===== src/shared/pif_pkg.sv =====
`default_nettype none
package pif_pkg;

  // Bus geometry
  localparam int unsigned ADR_W = 8;
  localparam int unsigned DAT_W = 32;
  localparam int unsigned SEL_W = 4;
  localparam int unsigned REG_W = 8;

  // Word-aligned byte offsets
  localparam logic [7:0] OFF_GLOBAL_CTRL = 8'h00;
  localparam logic [7:0] OFF_OPTION      = 8'h04;
  localparam logic [7:0] OFF_ENABLE_1    = 8'h08;
  localparam logic [7:0] OFF_ENABLE_2    = 8'h0c;
  localparam logic [7:0] OFF_FLAGS_1     = 8'h10;
  localparam logic [7:0] OFF_FLAGS_2     = 8'h14;
  localparam logic [7:0] OFF_EVT_STATUS  = 8'h18;
  localparam logic [7:0] OFF_EVT_CLEAR   = 8'h1c;
  localparam logic [7:0] OFF_EVT_ENABLE  = 8'h20;

  // Global control fields
  localparam int unsigned BIT_GLOBAL_EN = 7;
  localparam int unsigned BIT_PERIPH_EN = 6;

  // First flag and enable register fields
  localparam int unsigned BIT_GATE      = 7;
  localparam int unsigned BIT_CONV      = 6;
  localparam int unsigned BIT_RX        = 5;
  localparam int unsigned BIT_TX        = 4;
  localparam int unsigned BIT_SYNC      = 3;
  localparam int unsigned BIT_CAPCMP_A  = 2;
  localparam int unsigned BIT_PERIOD    = 1;
  localparam int unsigned BIT_OVERFLOW  = 0;

  // Second flag and enable register field
  localparam int unsigned BIT_CAPCMP_B  = 0;

  // Event status layout: first flag register, then second flag
  localparam int unsigned EVT_W         = 9;
  localparam int unsigned EVT_CAPCMP_B  = 8;

  // Reset values
  localparam logic [7:0] RST_GLOBAL_CTRL = 8'h00;
  localparam logic [7:0] RST_OPTION      = 8'h00;
  localparam logic [7:0] RST_ENABLE_1    = 8'h00;
  localparam logic       RST_ENABLE_2    = 1'b0;
  localparam logic       RST_FLAG        = 1'b0;
  localparam logic [8:0] RST_EVT         = 9'h000;

  localparam logic [DAT_W-1:0] DAT_ZERO  = 32'h0000_0000;

  typedef enum logic [1:0] {
    CAPCMP_OFF,
    CAPCMP_CAPTURE,
    CAPCMP_COMPARE,
    CAPCMP_PWM
  } capcmp_mode_t;

endpackage : pif_pkg
`default_nettype wire


===== src/shared/evt_status_if.sv =====
`timescale 1ns/1ps
`default_nettype none
interface evt_status_if;
  logic [pif_pkg::EVT_W-1:0] evt;
  logic                      clr_we;
  logic [pif_pkg::EVT_W-1:0] clr_data;
  logic                      en_we;
  logic [pif_pkg::EVT_W-1:0] en_data;
  logic [pif_pkg::EVT_W-1:0] status;
  logic [pif_pkg::EVT_W-1:0] enable;
  logic                      irq;

  modport ctrl (
    output evt, clr_we, clr_data, en_we, en_data,
    input  status, enable, irq
  );
  modport unit (
    input  evt, clr_we, clr_data, en_we, en_data,
    output status, enable, irq
  );
endinterface : evt_status_if
`default_nettype wire


===== src/rtl/sticky_flag.sv =====
`timescale 1ns/1ps
`default_nettype none
module sticky_flag #(
  parameter logic RESET_VAL = 1'b0
) (
  input  wire logic clk_sys_i,
  input  wire logic rst_i,
  input  wire logic set_i,
  input  wire logic wr_i,
  input  wire logic wdata_i,
  output var  logic flag_o
);
  logic flag_reg;
  logic flag_next;

  // Hardware set wins over a software write in the same cycle
  assign flag_next = set_i | (wr_i ? wdata_i : flag_reg);
  assign flag_o    = flag_reg;

  always_ff @(posedge clk_sys_i or posedge rst_i) begin
    if (rst_i) begin
      flag_reg <= RESET_VAL;
    end else begin
      flag_reg <= flag_next;
    end
  end
endmodule : sticky_flag
`default_nettype wire


===== src/rtl/evt_status.sv =====
`timescale 1ns/1ps
`default_nettype none
module evt_status (
  input  wire logic  clk_sys_i,
  input  wire logic  rst_i,
  evt_status_if.unit st_if
);
  logic [pif_pkg::EVT_W-1:0] status_reg;
  logic [pif_pkg::EVT_W-1:0] status_next;
  logic [pif_pkg::EVT_W-1:0] enable_reg;
  logic [pif_pkg::EVT_W-1:0] enable_next;
  logic [pif_pkg::EVT_W-1:0] clr_mask;
  logic                      irq_reg;

  assign clr_mask    = st_if.clr_we ? st_if.clr_data : pif_pkg::RST_EVT;
  // New event outranks a clear in the same cycle
  assign status_next = st_if.evt | (status_reg & ~clr_mask);
  assign enable_next = st_if.en_we ? st_if.en_data : enable_reg;

  assign st_if.status = status_reg;
  assign st_if.enable = enable_reg;
  assign st_if.irq    = irq_reg;

  always_ff @(posedge clk_sys_i or posedge rst_i) begin
    if (rst_i) begin
      status_reg <= pif_pkg::RST_EVT;
      enable_reg <= pif_pkg::RST_EVT;
      irq_reg    <= 1'b0;
    end else begin
      status_reg <= status_next;
      enable_reg <= enable_next;
      irq_reg    <= |(status_reg & enable_reg);
    end
  end
endmodule : evt_status
`default_nettype wire


===== src/rtl/peripheral_interrupt_flags.sv =====
// What this block does
// - Flags 1 bit 6 sets when a conversion finishes; software clears it.
// - Flags 1 bit 5 reads one while the receive buffer holds data.
// - Flags 1 bit 4 reads one while the transmit buffer is empty.
// - Flags 1 bit 3 sets when a sync port transfer ends; software clears it.
// - Flags 1 bit 2 sets on capture or compare per mode, never in PWM mode.
// - Flags 1 bit 1 sets on a timer B period match; software clears it.
// - Flags 1 bit 0 sets on a timer A overflow; software clears it.
// - Flags capture events whatever the enables hold.
// - Flags 2 implements bit 0 only; bits 7 to 1 read zero, ignore writes.
// - Flags 2 bit 0 sets on capture or compare per mode, never in PWM mode.
// - No flag raises the processor request unless the peripheral enable is set; the event request ignores it.
// - An enable bit at one passes its flag to the request, at zero masks it.
//
// The address map and the Wishbone interface to the registers were chosen for this implementation.
`timescale 1ns/1ps
`default_nettype none
module peripheral_interrupt_flags (
  input  wire logic        clk_sys_i,
  input  wire logic        rst_i,
  input  wire logic        wb_cyc_i,
  input  wire logic        wb_stb_i,
  input  wire logic        wb_we_i,
  input  wire logic [7:0]  wb_adr_i,
  input  wire logic [3:0]  wb_sel_i,
  input  wire logic [31:0] wb_dat_i,
  output var  logic [31:0] wb_dat_o,
  output var  logic        wb_ack_o,
  input  wire logic        conv_done_i,
  input  wire logic        rx_buf_full_i,
  input  wire logic        tx_buf_empty_i,
  input  wire logic        sync_port_done_i,
  input  wire logic [1:0]  capcmp_a_mode_i,
  input  wire logic        capcmp_a_capture_i,
  input  wire logic        capcmp_a_match_i,
  input  wire logic [1:0]  capcmp_b_mode_i,
  input  wire logic        capcmp_b_capture_i,
  input  wire logic        capcmp_b_match_i,
  input  wire logic        period_match_i,
  input  wire logic        timer_a_overflow_i,
  input  wire logic        timer_a_gate_done_i,
  output var  logic [7:0]  timer0_option_o,
  output var  logic        proc_irq_o,
  output var  logic        evt_irq_o
);

  localparam int unsigned RW = pif_pkg::REG_W;
  localparam int unsigned EW = pif_pkg::EVT_W;

  // Bus slave state
  logic          ack_reg;
  logic          ack_next;
  logic [31:0]   rdata_reg;
  logic [31:0]   rdata_next;
  logic          req;
  logic          wr_commit;
  logic          lane0_wr;

  // Register address hits
  logic          hit_global;
  logic          hit_option;
  logic          hit_enable_1;
  logic          hit_enable_2;
  logic          hit_flags_1;
  logic          hit_flags_2;
  logic          hit_evt_status;
  logic          hit_evt_clear;
  logic          hit_evt_enable;

  // Write strobes
  logic          wr_global;
  logic          wr_option;
  logic          wr_enable_1;
  logic          wr_enable_2;
  logic          wr_flags_1;
  logic          wr_flags_2;

  // Software-visible registers
  logic [RW-1:0] global_ctrl_reg;
  logic [RW-1:0] global_ctrl_next;
  logic [RW-1:0] option_reg;
  logic [RW-1:0] option_next;
  logic [RW-1:0] enable_1_reg;
  logic [RW-1:0] enable_1_next;
  logic          capcmp_b_enable_reg;
  logic          capcmp_b_enable_next;

  // Flags
  logic [RW-1:0] flags_1;
  logic [RW-1:0] flags_2;
  logic [RW-1:0] set_1;
  logic          capcmp_b_flag;
  logic          capcmp_b_set;
  logic [EW-1:0] flags_all;
  logic [EW-1:0] flags_prev_reg;
  logic          evt_armed_reg;
  logic          en_hi_bit;

  // Capture/compare qualification
  pif_pkg::capcmp_mode_t mode_a;
  pif_pkg::capcmp_mode_t mode_b;
  logic          capcmp_a_set;

  // Processor request
  logic          periph_pending;
  logic          proc_irq_reg;
  logic          proc_irq_next;

  // Event status unit
  logic [RW-1:0] evt_status_rd;
  logic [RW-1:0] evt_enable_rd;
  logic          evt_status_hi;
  logic          evt_enable_hi;

  evt_status_if st_if ();

  // Single-wait-state classic slave: ack one cycle after the request
  assign req       = wb_cyc_i & wb_stb_i;
  assign ack_next  = req & ~ack_reg;
  assign wr_commit = req & wb_we_i & ack_reg;
  assign lane0_wr  = wr_commit & wb_sel_i[0];

  assign hit_global     = wb_adr_i == pif_pkg::OFF_GLOBAL_CTRL;
  assign hit_option     = wb_adr_i == pif_pkg::OFF_OPTION;
  assign hit_enable_1   = wb_adr_i == pif_pkg::OFF_ENABLE_1;
  assign hit_enable_2   = wb_adr_i == pif_pkg::OFF_ENABLE_2;
  assign hit_flags_1    = wb_adr_i == pif_pkg::OFF_FLAGS_1;
  assign hit_flags_2    = wb_adr_i == pif_pkg::OFF_FLAGS_2;
  assign hit_evt_status = wb_adr_i == pif_pkg::OFF_EVT_STATUS;
  assign hit_evt_clear  = wb_adr_i == pif_pkg::OFF_EVT_CLEAR;
  assign hit_evt_enable = wb_adr_i == pif_pkg::OFF_EVT_ENABLE;

  assign wr_global   = lane0_wr & hit_global;
  assign wr_option   = lane0_wr & hit_option;
  assign wr_enable_1 = lane0_wr & hit_enable_1;
  assign wr_enable_2 = lane0_wr & hit_enable_2;
  assign wr_flags_1  = lane0_wr & hit_flags_1;
  assign wr_flags_2  = lane0_wr & hit_flags_2;

  assign global_ctrl_next = wr_global ? wb_dat_i[RW-1:0] : global_ctrl_reg;
  assign option_next      = wr_option ? wb_dat_i[RW-1:0] : option_reg;
  assign enable_1_next    = wr_enable_1 ? wb_dat_i[RW-1:0] : enable_1_reg;
  assign capcmp_b_enable_next = wr_enable_2 ?
                                wb_dat_i[pif_pkg::BIT_CAPCMP_B] :
                                capcmp_b_enable_reg;

  // Capture/compare events count only in the matching mode
  assign mode_a = pif_pkg::capcmp_mode_t'(capcmp_a_mode_i);
  assign mode_b = pif_pkg::capcmp_mode_t'(capcmp_b_mode_i);
  assign capcmp_a_set =
    ((mode_a == pif_pkg::CAPCMP_CAPTURE) & capcmp_a_capture_i) |
    ((mode_a == pif_pkg::CAPCMP_COMPARE) & capcmp_a_match_i);
  assign capcmp_b_set =
    ((mode_b == pif_pkg::CAPCMP_CAPTURE) & capcmp_b_capture_i) |
    ((mode_b == pif_pkg::CAPCMP_COMPARE) & capcmp_b_match_i);

  // Set sources ignore every enable bit
  always_comb begin
    set_1 = 8'h00;
    set_1[pif_pkg::BIT_GATE]     = timer_a_gate_done_i;
    set_1[pif_pkg::BIT_CONV]     = conv_done_i;
    set_1[pif_pkg::BIT_SYNC]     = sync_port_done_i;
    set_1[pif_pkg::BIT_CAPCMP_A] = capcmp_a_set;
    set_1[pif_pkg::BIT_PERIOD]   = period_match_i;
    set_1[pif_pkg::BIT_OVERFLOW] = timer_a_overflow_i;
  end

  // Sticky flags, with the two buffer-state bits as live levels
  for (genvar i = 0; i < RW; i++) begin : g_flags_1
    if (i == pif_pkg::BIT_RX) begin : g_rx
      assign flags_1[i] = rx_buf_full_i;
    end else if (i == pif_pkg::BIT_TX) begin : g_tx
      assign flags_1[i] = tx_buf_empty_i;
    end else begin : g_sticky
      sticky_flag #(
        .RESET_VAL (pif_pkg::RST_FLAG)
      ) u_flag (
        .clk_sys_i (clk_sys_i),
        .rst_i     (rst_i),
        .set_i     (set_1[i]),
        .wr_i      (wr_flags_1),
        .wdata_i   (wb_dat_i[i]),
        .flag_o    (flags_1[i])
      );
    end
  end

  sticky_flag #(
    .RESET_VAL (pif_pkg::RST_FLAG)
  ) u_capcmp_b_flag (
    .clk_sys_i (clk_sys_i),
    .rst_i     (rst_i),
    .set_i     (capcmp_b_set),
    .wr_i      (wr_flags_2),
    .wdata_i   (wb_dat_i[pif_pkg::BIT_CAPCMP_B]),
    .flag_o    (capcmp_b_flag)
  );

  // Only bit 0 exists in the second flag register
  always_comb begin
    flags_2 = 8'h00;
    flags_2[pif_pkg::BIT_CAPCMP_B] = capcmp_b_flag;
  end

  // Request gating
  assign periph_pending = |(flags_1 & enable_1_reg) |
                          (capcmp_b_flag & capcmp_b_enable_reg);
  assign proc_irq_next  = global_ctrl_reg[pif_pkg::BIT_GLOBAL_EN] &
                          global_ctrl_reg[pif_pkg::BIT_PERIPH_EN] &
                          periph_pending;

  // Rising flags feed the event status unit
  // No edges in the first cycle after reset: live levels may start high
  assign flags_all = {capcmp_b_flag, flags_1};
  assign st_if.evt      = evt_armed_reg ? (flags_all & ~flags_prev_reg) :
                                          pif_pkg::RST_EVT;
  assign st_if.clr_we   = lane0_wr & hit_evt_clear;
  assign st_if.clr_data = {wb_dat_i[RW], wb_dat_i[RW-1:0]};
  // Enable bit 8 sits in lane 1 and holds without it
  assign en_hi_bit      = wb_sel_i[1] ? wb_dat_i[RW] :
                                        st_if.enable[pif_pkg::EVT_CAPCMP_B];
  assign st_if.en_we    = lane0_wr & hit_evt_enable;
  assign st_if.en_data  = {en_hi_bit, wb_dat_i[RW-1:0]};

  evt_status u_evt_status (
    .clk_sys_i (clk_sys_i),
    .rst_i     (rst_i),
    .st_if     (st_if)
  );

  assign evt_status_rd = st_if.status[RW-1:0];
  assign evt_status_hi = st_if.status[pif_pkg::EVT_CAPCMP_B];
  assign evt_enable_rd = st_if.enable[RW-1:0];
  assign evt_enable_hi = st_if.enable[pif_pkg::EVT_CAPCMP_B];

  // Read mux; unmapped and write-only offsets read zero
  assign rdata_next =
    hit_global     ? {24'h00_0000, global_ctrl_reg} :
    hit_option     ? {24'h00_0000, option_reg} :
    hit_enable_1   ? {24'h00_0000, enable_1_reg} :
    hit_enable_2   ? {31'h0000_0000, capcmp_b_enable_reg} :
    hit_flags_1    ? {24'h00_0000, flags_1} :
    hit_flags_2    ? {24'h00_0000, flags_2} :
    hit_evt_status ? {23'h00_0000, evt_status_hi, evt_status_rd} :
    hit_evt_enable ? {23'h00_0000, evt_enable_hi, evt_enable_rd} :
                     pif_pkg::DAT_ZERO;

  assign wb_ack_o        = ack_reg;
  assign wb_dat_o        = rdata_reg;
  assign timer0_option_o = option_reg;
  assign proc_irq_o      = proc_irq_reg;
  assign evt_irq_o       = st_if.irq;

  always_ff @(posedge clk_sys_i or posedge rst_i) begin
    if (rst_i) begin
      ack_reg <= 1'b0;
    end else begin
      ack_reg <= ack_next;
    end
  end

  always_ff @(posedge clk_sys_i or posedge rst_i) begin
    if (rst_i) begin
      rdata_reg <= pif_pkg::DAT_ZERO;
    end else begin
      rdata_reg <= ack_next ? rdata_next : pif_pkg::DAT_ZERO;
    end
  end

  always_ff @(posedge clk_sys_i or posedge rst_i) begin
    if (rst_i) begin
      global_ctrl_reg <= pif_pkg::RST_GLOBAL_CTRL;
    end else begin
      global_ctrl_reg <= global_ctrl_next;
    end
  end

  always_ff @(posedge clk_sys_i or posedge rst_i) begin
    if (rst_i) begin
      option_reg <= pif_pkg::RST_OPTION;
    end else begin
      option_reg <= option_next;
    end
  end

  always_ff @(posedge clk_sys_i or posedge rst_i) begin
    if (rst_i) begin
      enable_1_reg <= pif_pkg::RST_ENABLE_1;
    end else begin
      enable_1_reg <= enable_1_next;
    end
  end

  always_ff @(posedge clk_sys_i or posedge rst_i) begin
    if (rst_i) begin
      capcmp_b_enable_reg <= pif_pkg::RST_ENABLE_2;
    end else begin
      capcmp_b_enable_reg <= capcmp_b_enable_next;
    end
  end

  always_ff @(posedge clk_sys_i or posedge rst_i) begin
    if (rst_i) begin
      flags_prev_reg <= pif_pkg::RST_EVT;
    end else begin
      flags_prev_reg <= flags_all;
    end
  end

  always_ff @(posedge clk_sys_i or posedge rst_i) begin
    if (rst_i) begin
      evt_armed_reg <= 1'b0;
    end else begin
      evt_armed_reg <= 1'b1;
    end
  end

  always_ff @(posedge clk_sys_i or posedge rst_i) begin
    if (rst_i) begin
      proc_irq_reg <= 1'b0;
    end else begin
      proc_irq_reg <= proc_irq_next;
    end
  end

endmodule : peripheral_interrupt_flags
`default_nettype wire


===== config.mk =====
export PLATFORM = sky130hd
export DESIGN_NAME = peripheral_interrupt_flags
export DESIGN_NICKNAME = d
export VERILOG_FILES = /design/src/shared/pif_pkg.sv /design/src/shared/evt_status_if.sv /design/src/rtl/sticky_flag.sv /design/src/rtl/evt_status.sv /design/src/rtl/peripheral_interrupt_flags.sv
export SDC_FILE = /design/constraint.sdc
export NUM_CORES = 1
export LEC_CHECK = 0
export ABC_AREA = 1
export BUFFER_PORTS_ARGS = -buffer_cell sky130_fd_sc_hd__buf_2
export CAP_MARGIN = 20
export CORE_ASPECT_RATIO = 0.7
export CORE_MARGIN = 2
export CORE_UTILIZATION = 25
export CTS_CLUSTER_SIZE = 10
export DETAILED_ROUTE_END_ITERATION = 6
export GPL_TIMING_DRIVEN = 0
export HOLD_SLACK_MARGIN = 0.06
export PLACE_DENSITY = 0.57
export SYNTH_ARGS = -nofsm -noshare
export SYNTH_HDL_FRONTEND = slang
export SYNTH_HIERARCHICAL = 1
export SYNTH_SLANG_ARGS = --single-unit

===== constraint.sdc =====
create_clock -name clk_sys_i -period 1.7 [get_ports clk_sys_i]
set_clock_uncertainty 0.15 [all_clocks]
set_input_delay 0.085 -clock clk_sys_i [delete_from_list [all_inputs] [get_ports clk_sys_i]]
set_output_delay 0.085 -clock clk_sys_i [all_outputs]
set_load 0.02 [all_outputs]

-- Word-level counts from Yosys, hierarchy flattened
Cells that the tools add are included.
- flip-flop bits (word level): 72
- word-level logic and storage cells: 92
- bits of input ports: 64
- output and inout bits: 43
- mux-type cells: 18
- reductions and logical operators: 4
- eq/ne operators: 12
- bitwise gates (word level): 38
- operators by type and width (cell ; number):
    $mux W9 ; 11
    $eq A8 B5 Y1 const B ; 4
    $and A9 B9 Y9 ; 3
    $and A1 B1 Y1 ; 20
    $not A9 Y9 ; 2
    $eq A8 B4 Y1 const B ; 2
    $or A1 B1 Y1 ; 10
    $or A9 B9 Y9 ; 1
    $reduce_or A9 Y1 ; 1
    $and A8 B8 Y8 ; 1
    $eq A8 B3 Y1 const B ; 1
    $eq A8 B6 Y1 const B ; 1
    $logic_not A8 Y1 ; 1
    $reduce_or A8 Y1 ; 1
    $mux W1 ; 7
    $eq A2 B1 Y1 const B ; 2
    $eq A2 B2 Y1 const B ; 2
    $reduce_and A2 Y1 ; 1
    $not A1 Y1 ; 1

-- Logic depth before layout (Yosys ltp)
- depth after elaboration: 10
- gate-level depth with buffers: 10
- depth with buffers taken out: 9

-- Cells and area by module
Netlist, hierarchy kept.
- by module, submodules not included (module ; instances ; cells each ; sequential area each (um^2) ; area each (um^2)):
    peripheral_interrupt_flags ; 1 ; 303 ; 1151.1 ; 2483.6
    evt_status ; 1 ; 84 ; 475.5 ; 788.3
    sticky_flag ; 7 ; 7 ; 25.0 ; 56.3

-- Worst setup path before layout
No wires, ideal clock.
- path type: reg-to-reg
- start: reg ack_reg (netlist: wb_ack_o)
- end: reg g_flags_1[6].g_sticky.u_flag.flag_reg
- arrival: 1.529 ns
- library setup time: 0.121 ns
- buffers on the path: 0
- period minus slack after synthesis: 1.800 ns
- stages on the path, launching flop included: 9
- slack: -0.100 ns
- data required time: 1.429 ns
- cells stage by stage: dfrtp_1 > inv_1 > nor2_1 > and3_2 > inv_1 > nor2_1 > inv_1 > nand2_2 > nand3_2
- longest elaborated chain between the ends: 5
- RTL lines (element ; RTL line ; text):
    start: declaration ; peripheral_interrupt_flags.sv:51 ; logic ack_reg;
    start signal: assignment ; peripheral_interrupt_flags.sv:258 ; ack_reg <= ack_next;
    $and A1 B1 Y1 ; peripheral_interrupt_flags.sv:120 ; assign wr_commit = req & wb_we_i & ack_reg;
    $and A1 B1 Y1 ; peripheral_interrupt_flags.sv:121 ; assign lane0_wr = wr_commit & wb_sel_i[0];
    $and A1 B1 Y1 ; peripheral_interrupt_flags.sv:137 ; assign wr_flags_1 = lane0_wr & hit_flags_1;
    net wr_flags_1 ; peripheral_interrupt_flags.sv:75 ; logic wr_flags_1;
    $mux W1 ; sticky_flag.sv:17 ; assign flag_next = set_i | (wr_i ? wdata_i : flag_reg);
    $or A1 B1 Y1 ; sticky_flag.sv:17 ;
    net g_flags_1[6].g_sticky.u_flag.flag_next ; sticky_flag.sv:14 ; logic flag_next;
    end signal: assignment ; sticky_flag.sv:24 ; flag_reg <= flag_next;
    end: declaration ; sticky_flag.sv:13 ; logic flag_reg;
The timed path passes the listed nets, and every way through them passes these cells.
A chain may end at the register's enable or synchronous reset.

-- Worst setup path after layout
- start: in wb_cyc_i
- end: reg rdata_reg[4] (netlist: wb_dat_o[4])
- longest elaborated chain between the ends: 3
- RTL lines (element ; RTL line ; text):
    start: declaration ; peripheral_interrupt_flags.sv:21 ; input wire logic wb_cyc_i,
    $and A1 B1 Y1 ; peripheral_interrupt_flags.sv:118 ; assign req = wb_cyc_i & wb_stb_i;
    $and A1 B1 Y1 ; peripheral_interrupt_flags.sv:119 ; assign ack_next = req & ~ack_reg;
    net ack_next ; peripheral_interrupt_flags.sv:52 ; logic ack_next;
    $mux W9 ; peripheral_interrupt_flags.sv:266 ; rdata_reg <= ack_next ? rdata_next : pif_pkg::DAT_ZERO;
    end signal: assignment ; peripheral_interrupt_flags.sv:264 ; rdata_reg <= pif_pkg::DAT_ZERO;
    end signal: assignment ; peripheral_interrupt_flags.sv:266 ;
    end: declaration ; peripheral_interrupt_flags.sv:53 ; logic [31:0] rdata_reg;
The timed path passes the listed nets, and every way through them passes these cells.

==> run summary <==
=======================================================================================
Die height                                                                     105.3 µm
Minimum period implied by the final worst setup slack                          1.665 ns
Top cells by area, synth                                                   dfrtp_1 (49%), nand2_1 (12%), buf_4 (5.3%), inv_1 (5.0%), o21ai_1 (3.7%)
Critical Path End Type                                                        flip-flop
Total count of max-transition violations in the final report                          0
Total negative slack for setup checks                                              0 ns
Area of the mapped netlist                                                 0.003666 mm²
Count of cells along the worst register-to-register path                              9
Largest fanout on the critical path                                                  10
Layout cell share with drive strength beyond 1                                   30.07%
Cells on Worst Hold Path                                                              4
Largest net degree at the start of global routing                                    42
Total detailed-routing wirelength                                               9793 µm
Slew at the pin closest to its max-slew limit                                 0.7777 ns
Drc violations                                                                        0
Synthesis Warnings                                                                    6
Startpoint of the worst hold path                                           wb_adr_i[3]
Headroom to the max-slew limit                                                   48.10%
Crit share post-route                                                            97.96%
Max VDD drop                                                                   435.2 µV
Number of vias in the routed layout                                                3136
Power density over the cells                                               836.0 mW/mm²
Placeable core region                                                       0.01410 mm²
Clock transition at path regs                                                   0.06 ns
Number of setup violations in the final report                                        0
Commonest cells post-synth                                                 nand2_1 (115), dfrtp_1 (72), inv_1 (49)
Number of standard-cell rows in the floorplan                                        36
Worst Hold Path EP                                                          wb_dat_o[8]
Type of the tightest min-delay check                                             in2reg
Launch instance of the worst register-to-register path                         wb_ack_o
Setup repair after global routing missed its margin                                 yes
HPWL after detailed placement                                                   7520 µm
Die ar.                                                                     0.01566 mm²
Post-synthesis to final-layout area growth                                       36.38%
Root buf cell                                                                 clkbuf_16
FF+latch count, synth                                                                72
GRT Util Overall                                                                 13.03%
Net total in the final layout                                                       621
Setup slack on the worst flop-to-flop path                                      0.07 ns
Post-Synthesis Mean Instance Area                                             8.408 µm²
Maximum buffer depth of the clock tree                                                2
Critical path start-end classification                                           in2reg
Critical path arrival                                                           1.76 ns
Share of the synthesized area in the top cell type                               49.15%
Final hold vios                                                                       0
WL/cell                                                                        13.02 µm
IO Pins                                                                             107
R2R Path End                                                               u_evt_status/st_if.enable[5]
Async set-or-reset flop fraction in the synthesized netlist                      100.0%
Number of levels the H-tree was split into                                            3
Top-count cell post-synth                                                       nand2_1
Number of antenna-violating nets in the routed design                                 0
Antenna violations before repair                                                      0
Average vias per placed instance                                                  4.170
Worst setup slack before clock tree synthesis                                -0.1607 ns
Die width                                                                      148.7 µm
TritonCTS Buffers                                                                     9
Top FF cell, synth                                                              dfrtp_1
Maximum clock frequency                                                       600.5 MHz
Startpoint types                                                           primary input
Seq/Total Area, Yosys                                                            49.15%
Run status                                                                 finished clean
Total number of clock tree sinks                                                     72
Clock latency of the later-clocked register in the worst-skew pair              0.34 ns
Worst path setup slack after routing                                         0.03470 ns
I/O Buffers                                                                          58
Total overflow reported by the global router                                          0
Routability Congestion                                                           0.8130
Power after layout                                                           0.004180 W
Number of distinct library cells after synthesis                                     36
Synthesized instance count                                                          436
Number of enable-type register cells in the synthesized netlist                       0
Cell type with the highest aggregate area in the netlist                        dfrtp_1
Static leakage                                                                 2.520 nW
Initial Util                                                                     26.00%
Number of detailed-routing iterations run before antenna repair                       4
Number of diodes added for antenna fixing                                             0
CTS tree                                                                          built
Via count of the first global-routing pass                                         3030
Critical path required time                                                     1.79 ns
Global-route wire length before repair                                         15740 µm
Max cap viols                                                                         0
Number of violations reported at the end of detailed-routing iteration 0            168
=======================================================================================
-- through the flow --
| stage | util (%) | area, µm² | hold slack, ns | instances |
|---|---|---|---|---|
| finish | 35.46 | 5000 | 0.07571 | 752 |
| global route | 35.46 | 5000 | 0.08718 | 752 |
| CTS | 34.44 | 4856 | 0.06364 | 746 |
| floorplan | - | 3751 | -0.3363 | 458 |
| detailed placement | 30.49 | 4299 | -0.1120 | 707 |
| global placement | 30.35 | 4279 | -0.1236 | 706 |
-- cell usage in the layout, fill, tap and decap left out, types with 10 or more instances in the layout --
master,count
nand3_1,15
nor2_1,21
buf_4,30
conb_1,24
clkbuf_16,10
o21ai_1,32
a21oi_1,13
a31oi_1,14
dfrtp_1,72
inv_2,13
dlygate4sd3_1,23
nand2_2,14
buf_2,58
nand2_1,109
inv_1,44
-- layer usage --
layer	GRT usage [%]	part of all wire, %
met1	19.43	51
met2	18.42	41
met3	3.680	7.8
met4	3.197	0.71
met5	0	0
-- cell type report --
type	instances	area (µm²)
fill	1447	9099
timing repair buffer	88	628.1
multi-input combinational	292	1485
buffer	34	289.0
sequential	72	1802
clock inverter	7	96.34
inverter	60	236.5
tap	190	237.7
clock buffer	9	225.2
-- critical path, cell delays in order --
cell and delay, ns:
buf_2 0.08, nand2_1 0.06, dlygate4sd3_1 0.56, nor2_1 0.54, o21ai_0 0.20, a31oi_1 0.24
-- report_power, final --
group          internal, W  total [W]  switching, W  leakage, nW
sequential         0.00174    0.00177     0.0000243        0.845
clock              0.00128    0.00203      0.000744        0.148
combinational     0.000162   0.000383      0.000221         1.53
total              0.00319    0.00418      0.000990         2.52
-- what timing repair did --
action / CTS / global route
hold endpoints to repair: 128 / 0
endpoints found under the setup margin: 6 / 42
gates resized for setup: 1 / 27
buffers inserted: 0 / 5
gates cloned: 0 / 1
pin swaps: 0 / 5
hold buffers: 23 / 0
-- logic make-up (layout without fill, tap and decap cells) --
logic type / count (synthesis) / after routing / synth area share [%]
buffers and inverters: 94 / 198 / 13.79
flip-flops: 72 / 72 / 49.15
other: 2 / 24 / 0.2049
AND/OR/NAND/NOR: 185 / 185 / 23.72
AO/OA/AOI/OAI: 82 / 82 / 12.83
multiplexers: 1 / 1 / 0.3071
-- how the worst max path moves through the flow --
| stage | startpoint | end | depth (start not counted) |
|---|---|---|---|
| after floorplan | wb_ack_o | g_flags_1[6].g_sticky.u_flag/flag_o | 8 |
| after global routing | wb_cyc_i | wb_dat_o[6] | 6 |
| after detailed placement | wb_ack_o | g_flags_1[1].g_sticky.u_flag/flag_o | 8 |
| after global placement | rst_i | evt_armed_reg | 2 |
| after CTS | wb_ack_o | u_evt_status/st_if.enable[8] | 9 |
| final | wb_cyc_i | wb_dat_o[4] | 6 |
Note: power is estimated with default switching activity, not from simulation.
